===== src/logic/mpag_pkg.sv =====
// mpag_pkg: constants and carrier types of the password access gate.
// assumes one system clock at 50 MHz and 16-bit register words.
`default_nettype none
package mpag_pkg;
  // ----------------------------------------------------------------
  // register map
  // ----------------------------------------------------------------
  localparam logic [15:0] ADDR_OP_PW = 16'h4000;
  localparam logic [15:0] ADDR_CFG_PW = 16'h4002;
  localparam logic [15:0] ADDR_OP_ENT = 16'h4008;
  localparam logic [15:0] ADDR_CFG_ENT = 16'h400A;
  localparam logic [15:0] ADDR_OP_STAT = 16'h4010;
  localparam logic [15:0] ADDR_CFG_STAT = 16'h4011;
  localparam logic [15:0] SETTINGS_LO = 16'h4000;
  localparam logic [15:0] CMD_LO = 16'h0280;
  localparam logic [15:0] CMD_HI = 16'h02FF;
  localparam logic [31:0] PW_NONE = 32'h0000_0000;
  // readback scramble key; arbitrary value
  localparam logic [31:0] ENC_KEY = 32'h5A3C_96E1;
  localparam int ENC_ROT = 7;
  // ----------------------------------------------------------------
  // answer codes
  // ----------------------------------------------------------------
  localparam logic [7:0] EXC_FLAG = 8'h80;
  localparam logic [7:0] EXC_CODE = 8'h03;
  localparam logic [7:0] EXC_NONE = 8'h00;
  // ----------------------------------------------------------------
  // connections and timing
  // ----------------------------------------------------------------
  localparam int NCONN = 4;
  localparam int CONN_W = 2;
  localparam int CLK_HZ = 50_000_000;
  localparam int TIMEOUT_MIN = 30;
  localparam int TIMEOUT_SEC = TIMEOUT_MIN * 60;
  localparam int SEC_W = 26;
  localparam int TMR_W = 11;

  typedef enum logic [1:0] {
    MPAG_READ = 2'b00,
    MPAG_WRITE = 2'b01,
    MPAG_COIL = 2'b10,
    MPAG_FWDL = 2'b11
  } mpag_kind_type;

  typedef struct packed {
    logic valid;
    logic [CONN_W-1:0] conn;
    mpag_kind_type kind;
    logic [7:0] func;
    logic [15:0] addr;
    logic [15:0] data;
  } mpag_req_type;

  typedef struct packed {
    logic valid;
    logic allow;
    logic own;
    logic [7:0] func;
    logic [7:0] excCode;
    logic [15:0] data;
  } mpag_rsp_type;
endpackage
`default_nettype wire


===== src/logic/mpag_access_gate.sv =====
// mpag_access_gate: two-level password gate for register writes.
// assumes requests come from the protocol engine on the same clock,
// one per cycle at most, already split into 16-bit register words.
`default_nettype none
module mpag_access_gate #(
  parameter int TICK_CYCLES = mpag_pkg::CLK_HZ,
  parameter logic [mpag_pkg::TMR_W-1:0] TIMEOUT_TICKS =
    mpag_pkg::TMR_W'(mpag_pkg::TIMEOUT_SEC)
) (
  input wire logic ref_clk,
  input wire logic sys_rst,
  input wire mpag_pkg::mpag_req_type req,
  input wire logic [mpag_pkg::NCONN-1:0] connClose,
  input wire logic panelWr,
  input wire logic panelSelCfg,
  input wire logic [31:0] panelData,
  output mpag_pkg::mpag_rsp_type rsp,
  output logic [mpag_pkg::NCONN-1:0] opGranted,
  output logic [mpag_pkg::NCONN-1:0] cfgGranted,
  output logic opProtOn,
  output logic cfgProtOn
);
  import mpag_pkg::*;

  // ----------------------------------------------------------------
  // helpers
  // ----------------------------------------------------------------
  function automatic logic inPair(input logic [15:0] a,
                                  input logic [15:0] base);
    inPair = (a[15:1] == base[15:1]);
  endfunction

  function automatic logic [31:0] scramble(input logic [31:0] v);
    logic [31:0] x;
    x = v ^ ENC_KEY;
    // zero stays zero so software sees "no password"
    scramble = (v == PW_NONE) ? PW_NONE
             : ((x << ENC_ROT) | (x >> (32 - ENC_ROT)));
  endfunction

  // ----------------------------------------------------------------
  // state
  // ----------------------------------------------------------------
  logic [31:0] opPw_r;
  logic [31:0] cfgPw_r;
  logic [15:0] hiWord_r [NCONN];
  logic [SEC_W-1:0] secCnt_r;
  logic secTick;
  logic [NCONN-1:0] opGrant_r;
  logic [NCONN-1:0] cfgGrant_r;
  mpag_rsp_type rsp_r;

  // ----------------------------------------------------------------
  // request decode
  // ----------------------------------------------------------------
  logic isWr, isLo, opOk, cfgOk;
  logic wrOpPw, wrCfgPw, wrOpEnt, wrCfgEnt, cmdWr, setWr;
  logic needOp, needCfg, allow;
  logic [31:0] fullWord;

  assign opProtOn = (opPw_r != PW_NONE);
  assign cfgProtOn = (cfgPw_r != PW_NONE);
  assign isWr = req.valid && (req.kind == MPAG_WRITE);
  assign isLo = req.addr[0];
  assign fullWord = {hiWord_r[req.conn], req.data};
  // protection off means every connection is treated as granted
  assign opOk = !opProtOn || opGrant_r[req.conn];
  assign cfgOk = !cfgProtOn || cfgGrant_r[req.conn];
  assign wrOpPw = isWr && inPair(req.addr, ADDR_OP_PW);
  assign wrCfgPw = isWr && inPair(req.addr, ADDR_CFG_PW);
  assign wrOpEnt = isWr && inPair(req.addr, ADDR_OP_ENT);
  assign wrCfgEnt = isWr && inPair(req.addr, ADDR_CFG_ENT);
  assign cmdWr = (isWr && req.addr >= CMD_LO && req.addr <= CMD_HI)
              || (req.valid && req.kind == MPAG_COIL);
  assign setWr = (isWr && req.addr >= SETTINGS_LO && !wrOpPw
                  && !wrOpEnt && !wrCfgEnt)
              || (req.valid && req.kind == MPAG_FWDL);
  assign needOp = wrOpPw || cmdWr;
  assign needCfg = setWr;
  assign allow = (!needOp || opOk)
              && (!needCfg || cfgOk);

  // ----------------------------------------------------------------
  // shared password settings
  // ----------------------------------------------------------------
  always_ff @(posedge ref_clk) begin
    if (sys_rst) begin
      opPw_r <= PW_NONE;
    end else if (wrOpPw && isLo && allow) begin
      opPw_r <= fullWord;
    end else if (panelWr && !panelSelCfg) begin
      opPw_r <= panelData;
    end
  end

  always_ff @(posedge ref_clk) begin
    if (sys_rst) begin
      cfgPw_r <= PW_NONE;
    end else if (wrCfgPw && isLo && allow) begin
      cfgPw_r <= fullWord;
    end else if (panelWr && panelSelCfg) begin
      cfgPw_r <= panelData;
    end
  end

  // ----------------------------------------------------------------
  // upper-word latch, one per connection
  // ----------------------------------------------------------------
  always_ff @(posedge ref_clk) begin
    if (sys_rst) begin
      for (int i = 0; i < NCONN; i++) hiWord_r[i] <= 16'h0000;
    end else if (isWr && !isLo) begin
      hiWord_r[req.conn] <= req.data;
    end
  end

  // ----------------------------------------------------------------
  // one-second prescaler
  // ----------------------------------------------------------------
  // counting seconds keeps the per-link timers narrow
  assign secTick = (secCnt_r == SEC_W'(TICK_CYCLES - 1));
  always_ff @(posedge ref_clk) begin
    if (sys_rst || secTick) begin
      secCnt_r <= '0;
    end else begin
      secCnt_r <= secCnt_r + 1'b1;
    end
  end

  // ----------------------------------------------------------------
  // per-connection grants and timers
  // ----------------------------------------------------------------
  for (genvar g = 0; g < NCONN; g++) begin : gConn
    logic [TMR_W-1:0] opTmr_r;
    logic [TMR_W-1:0] cfgTmr_r;
    logic mine, opEnt, cfgEnt, opUse, cfgUse;
    assign mine = (req.conn == CONN_W'(g));
    assign opEnt = mine && wrOpEnt && isLo;
    assign cfgEnt = mine && wrCfgEnt && isLo;
    assign opUse = mine && allow && needOp;
    assign cfgUse = mine && allow && needCfg;

    always_ff @(posedge ref_clk) begin
      if (sys_rst || connClose[g]) begin
        opGrant_r[g] <= 1'b0;
      end else if (opEnt) begin
        opGrant_r[g] <= (fullWord == opPw_r);
      // a use in the expiry cycle restarts the timer, so the grant stays
      end else if (secTick && !opUse
                   && opTmr_r >= TIMEOUT_TICKS - 1'b1) begin
        opGrant_r[g] <= 1'b0;
      end
    end

    always_ff @(posedge ref_clk) begin
      if (sys_rst || connClose[g]) begin
        cfgGrant_r[g] <= 1'b0;
      end else if (cfgEnt) begin
        cfgGrant_r[g] <= (fullWord == cfgPw_r);
      end else if (secTick && !cfgUse
                   && cfgTmr_r >= TIMEOUT_TICKS - 1'b1) begin
        cfgGrant_r[g] <= 1'b0;
      end
    end

    always_ff @(posedge ref_clk) begin
      if (sys_rst || opEnt || opUse) begin
        opTmr_r <= '0;
      end else if (secTick && opGrant_r[g]) begin
        opTmr_r <= opTmr_r + 1'b1;
      end
    end

    always_ff @(posedge ref_clk) begin
      if (sys_rst || cfgEnt || cfgUse) begin
        cfgTmr_r <= '0;
      end else if (secTick && cfgGrant_r[g]) begin
        cfgTmr_r <= cfgTmr_r + 1'b1;
      end
    end
  end

  assign opGranted = opGrant_r;
  assign cfgGranted = cfgGrant_r;

  // ----------------------------------------------------------------
  // answer
  // ----------------------------------------------------------------
  logic [31:0] opEnc, cfgEnc;
  logic [15:0] rdData;
  logic rdOwn;
  assign opEnc = scramble(opPw_r);
  assign cfgEnc = scramble(cfgPw_r);

  always_comb begin
    rdData = 16'h0000;
    rdOwn = 1'b1;
    if (inPair(req.addr, ADDR_OP_PW)) begin
      rdData = isLo ? opEnc[15:0] : opEnc[31:16];
    end else if (inPair(req.addr, ADDR_CFG_PW)) begin
      rdData = isLo ? cfgEnc[15:0] : cfgEnc[31:16];
    end else if (req.addr == ADDR_OP_STAT) begin
      rdData = {15'h0000, opProtOn};
    end else if (req.addr == ADDR_CFG_STAT) begin
      rdData = {15'h0000, cfgProtOn};
    end else if (inPair(req.addr, ADDR_OP_ENT)
              || inPair(req.addr, ADDR_CFG_ENT)) begin
      rdData = 16'h0000; // entry registers are write-only
    end else begin
      rdOwn = 1'b0;
    end
  end

  always_ff @(posedge ref_clk) begin
    if (sys_rst) begin
      rsp_r <= '0;
    end else begin
      rsp_r.valid <= req.valid;
      rsp_r.allow <= allow;
      rsp_r.own <= (req.kind == MPAG_READ) ? rdOwn
                 : (wrOpPw || wrCfgPw || wrOpEnt || wrCfgEnt);
      rsp_r.func <= allow ? req.func : (req.func | EXC_FLAG);
      rsp_r.excCode <= allow ? EXC_NONE : EXC_CODE;
      rsp_r.data <= (req.kind == MPAG_READ) ? rdData : req.data;
    end
  end

  assign rsp = rsp_r;
endmodule // mpag_access_gate
`default_nettype wire


===== config.mk =====
export PLATFORM = sky130hd
export DESIGN_NAME = mpag_access_gate
export DESIGN_NICKNAME = d
export VERILOG_FILES = /design/src/logic/mpag_pkg.sv /design/src/logic/mpag_access_gate.sv
export SDC_FILE = /design/constraint.sdc
export NUM_CORES = 1
export LEC_CHECK = 0
export BUFFER_PORTS_ARGS = -buffer_cell sky130_fd_sc_hd__buf_4
export CAP_MARGIN = 20
export CORE_MARGIN = 2
export CORE_UTILIZATION = 40
export DETAILED_ROUTE_END_ITERATION = 10
export GPL_ROUTABILITY_DRIVEN = 1
export SLEW_MARGIN = 20
export SYNTH_ARGS = -nofsm -noshare
export SYNTH_HDL_FRONTEND = slang
export SYNTH_SLANG_ARGS = --single-unit
export TNS_END_PERCENT = 30

===== constraint.sdc =====
create_clock -name ref_clk -period 8.25 [get_ports ref_clk]
set_input_delay 1.65 -clock ref_clk [delete_from_list [all_inputs] [get_ports ref_clk]]
set_output_delay 1.65 -clock ref_clk [all_outputs]
set_load 0.02 [all_outputs]

### Yosys cells after proc, flatten, opt, wreduce, memory -nomap -nowiden

Memories as Yosys holds them, arrays and structs flattened.
Index checks and enable logic that the tools add are counted.

* add/sub/neg operators: 9
* order comparisons: 12
* equal/unequal tests: 15
* muxes and demuxes: 49
* bitwise operators: 4
* reductions and logical operators: 139

Operator list (count)
* $mux W32: 6
* $mux W16: 6
* $add A11 B1 Y11 const B: 8
* $ge A11 B11 Y1 const B: 8
* $logic_and A1 B1 Y1: 73
* $eq A32 B32 Y1: 2
* $logic_not A32 Y1: 2
* $or A32 B7 Y32: 2
* $reduce_bool A32 Y1: 2
* $eq A15 B14 Y1 const B: 4
* $eq A16 B15 Y1 const B: 2
* $logic_or A1 B1 Y1: 32
* $mux W1: 32
* $not A16 Y16: 2
* $add A26 B1 Y26 const B: 1
* $eq A26 B26 Y1 const B: 1
* $reduce_bool A2 Y1: 10
* $logic_not A1 Y1: 17
* $ge A16 B10 Y1 const B: 1
* $ge A16 B15 Y1 const B: 1
* $le A16 B10 Y1 const B: 1
* $reduce_or A16 Y1: 1
* $eq A2 B2 Y1 const B: 4
* $mux W8: 1
* 5 further kinds: 9

* bits in registers: 221
* RAM bits: 64
* input bits: 85
* output and inout port bits: 45
* logic and storage cells: 254
* memories: 1

Memories
* hiWord_r: depth 4, width 16, rd ports 1, clocked after Yosys merged registers in 0, wr ports 4, RTL line mpag_access_gate.sv:46 `logic [15:0] hiWord_r [NCONN];`

### Depth between registers and ports, before layout

* depth after elaboration: 18
* depth in mapped cells: 9
* depth with buffers taken out: 7

### Worst setup path after synthesis

No wires, ideal clock.

* kind: input port to flip-flop
* start point: input port req[43] in the netlist's numbering
* end point: memory hiWord_r[3][0], enable pin
* setup time: 414 ps
* arrival time: 3615 ps
* required time: 7836 ps
* path slack: 4221 ps
* cell stages on the path: 4
* buffers on the path: 2
* cell sequence: clkbuf_1 -> clkbuf_1 -> nand2_1 -> o31ai_1

RTL lines
* start: declaration: RTL line mpag_access_gate.sv:12 `input wire mpag_pkg::mpag_req_type req,`
* end: declaration: RTL line mpag_access_gate.sv:46

### Worst setup path after layout

* start point: register cfgPw_r[6]
* end point: output port cfgProtOn

* longest elaborated chain between the ends: 1

RTL lines
* start: declaration: RTL line mpag_access_gate.sv:45 `logic [31:0] cfgPw_r;`
* start signal: assignment: RTL line mpag_access_gate.sv:100 `cfgPw_r <= fullWord;`
* start signal: assignment: RTL line mpag_access_gate.sv:102 `cfgPw_r <= panelData;`
* $reduce_bool A32 Y1: RTL line mpag_access_gate.sv:62 `assign cfgProtOn = (cfgPw_r != PW_NONE);`
* end: declaration: RTL line mpag_access_gate.sv:21 `output logic cfgProtOn`

Every way passes these cells.

==> results.cfg <==
[routing]
drt_iter0_drc = 788
wl_mm = 41.8
wl_met3_mm = 2.65
vias = 11900
wl_met2_mm = 19.3
route.top_layer_used = met5
drc_errors = 0
met1_length_mm = 18.3
wl_per_cell_um = 19.9
via_per_inst = 5.66
drt_first_pass_iters = 5
ant_nets = 0

[yosys]
synthAdderAreaFrac_pct = 0.784
syn_area_per_cell_um2 = 9.23
synth_mux_area_share_pct = 6.50
synth_common_cells = 214 x dfxtp_1, 181 x nor2_1, 136 x nand2_1, 109 x nor3_1, 88 x xnor2_1
ys_seq_area_share_pct = 43.2
synthXorXnorAreaFrac_pct = 10.1
synth_top_area_share_pct = 29.8
synth_area_leaders = dfxtp_1 30%, edfxtp_1 13%, xnor2_1 5.4%, xor2_1 4.8%, nor2_1 4.7%
synthArstFlopShare_pct = 0
synth-compound-area-share_pct = 10.7
synth_most_common_cell = dfxtp_1
yosys_warnings = 0
ys.flop_type = dfxtp_1
ys_types = 63
syn_area_um2 = 14400
synthCells = 1557
yosys.area_share.simple_pct = 24.1
synth-edff-count = 64
yosys.area.top_type = dfxtp_1
synth_top_family_by_area = simple AND/OR/NAND/NOR gates
synth_seq_cells = 278

[sta]
drv_slew = 0
period_needed_ns = 4.10
hold_viol = 0
rsz0062_at_grt = false
finalClockSkew_ns = 0.0135
worst_pin_slew_ns = 1.00
fmax_mhz = 244
setup_violations = 0
tns_ns = 0
setup_ws_ns = 4.15
post-route-period-util_pct = 49.7
relSlewSlack_pct = 33.0

[cells_and_area]
area_delta_synth_final_pct = 14.5
fillCellCount = 3414
nets = 1710
postLayoutCoreUtil_pct = 46.4
layout-drive-gt1-share_pct = 15.9
fin_cells = 2102

[placed_design]
place_hpwl_mm = 29.3
place_ws_ns = 3.58
numPortBuffers = 123
dp.cells = 2044
gp_congestion = 0.915

[clock_network]
cts_resized = 0
cts.sinks = 278
cts_setup_buffers = 0
cts_tree = done
clockBufferDepth = 3
cts_hold_buf = 0
htreeDepth = 1
clk_pin_slew_ns = 0.06
clk_latency_ns = 0.57
numCtsBuffers = 31
clockRootBuffer = clkbuf_16

[floorplan]
die_area_um2 = 37500
die_width_um = 194
num_rows = 69
io_pins = 130
start_util_pct = 40.5
fp.dieH_um = 194
core_um2 = 35500

[worst_setup_path]
end_kind = output pin
critPathMaxStageDelay_ns = 0.46
worstPathArrival_ns = 2.45
reg2reg_to = gConn[1].opTmr_r[4]
critPathTopFamily = simple AND/OR/NAND/NOR gates
start_kind = register
path_buf_inv = 2
worstPathRequired_ns = 6.60
rrSetupSlack_ns = 5.24
worst_path_max_delay_cell = nor4_1
rr_startpoint = secCnt_r[16]
rr_worst_depth = 7
cp_cell_sequence = nor4_1 > nand4_1 > nor2_1 > inv_1 > buf_4
critical_path_class = register to output pin
worst-path-max-fanout = 4

[grt]
overflow = 0
antenna_found_initial = 4
grt.total_usage_pct = 21.8
grt_pass1_wl_mm = 66.1
grt_max_degree = 84
first_global_vias = 11600

[power_and_ir_drop]
power.leakage_nw = 5.91
ir_drop_mv = 0.185
p_per_area_nw_per_um2 = 189

[hold_path]
hold_end = secCnt_r[0]
worstHoldStart = secCnt_r[0]
worstHoldPathType = register to register
holdPathStages = 1

[run_status]
outcome = finished clean

[flow_run]
max-cap-violations = 0
-- cells in the final DEF, fill, tap and decap left out, drive strengths merged, types with 48 or more instances in the layout --
cell type and count:
dfxtp 214, nor2 181, buf 138, nand2 136
nor3 109, xnor2 88, nand3 79, xor2 78
edfxtp 64, nand4 48
-- flip-flops by register name, indices dropped and copies added, names as in the netlist --
name,cells
cfgGranted,4
cfgPw_r,32
gConn.cfgTmr_r,44
gConn.opTmr_r,44
hiWord_r,64
opGranted,4
opPw_r,32
rsp,28
secCnt_r,26
-- routing by layer --
layer | global-route usage (%) | up-vias
met4 | 7.58 | 6
li1 | - | 5701
met2 | 35.8 | 393
met1 | 29.0 | 5710
met3 | 3.80 | 90
met5 | 0 | -
-- stage by stage --
stage	hold slack (ns)	power, mW	instance area, um2
4_1_cts	0.466	3.13	16400
6_report	0.459	3.11	16400
3_5_place_dp	0.451	1.80	15500
5_1_grt	0.497	3.21	16400
2_1_floorplan	0.426	1.68	14400
3_3_place_gp	0.440	1.79	15500
-- worst max path at each step --
| stage | from | slack [ns] | end | cells after the start |
|---|---|---|---|---|
| 2_1_floorplan | req[43] | 4.22 | hiWord_r[3][0] | 4 |
| 3_3_place_gp | req[42] | 3.69 | opPw_r[30] | 8 |
| 3_5_place_dp | req[42] | 3.58 | opPw_r[30] | 8 |
| 4_1_cts | cfgPw_r[6] | 4.14 | cfgProtOn | 5 |
| 5_1_grt | req[42] | 3.99 | opPw_r[30] | 8 |
| 6_report | cfgPw_r[6] | 4.15 | cfgProtOn | 5 |
-- final cells by class --
| cell class | instances | area (um2) | share of cell area [%] |
|---|---|---|---|
| Multi-Input combinational cell | 1136 | 7540 | 45.8 |
| Sequential cell | 278 | 6210 | 37.7 |
| Timing Repair Buffer | 138 | 1040 | 6.30 |
| Clock buffer | 42 | 837 | 5.09 |
| Tap cell | 461 | 577 | 3.51 |
| Clock inverter | 15 | 134 | 0.814 |
| Inverter | 31 | 116 | 0.707 |
| Antenna cell | 1 | 2.50 | 0.0152 |
-- kinds of logic after synthesis --
group           after synthesis
compound gates              189
xor+xnor                    166
fa+ha+maj                     9
buf+inv                     148
flops                       278
mux                          70
other cells                   1
simple gates                696
-- where the power goes --
part | total (mW) | internal, mW | switching, mW | leakage (nW)
combinational | 0.306 | 0.118 | 0.188 | 3.08
clock | 1.34 | 0.772 | 0.572 | 0.480
sequential | 1.46 | 1.43 | 0.0310 | 2.35
total | 3.11 | 2.32 | 0.790 | 5.91
Note: power is estimated with default switching activity, not from simulation.
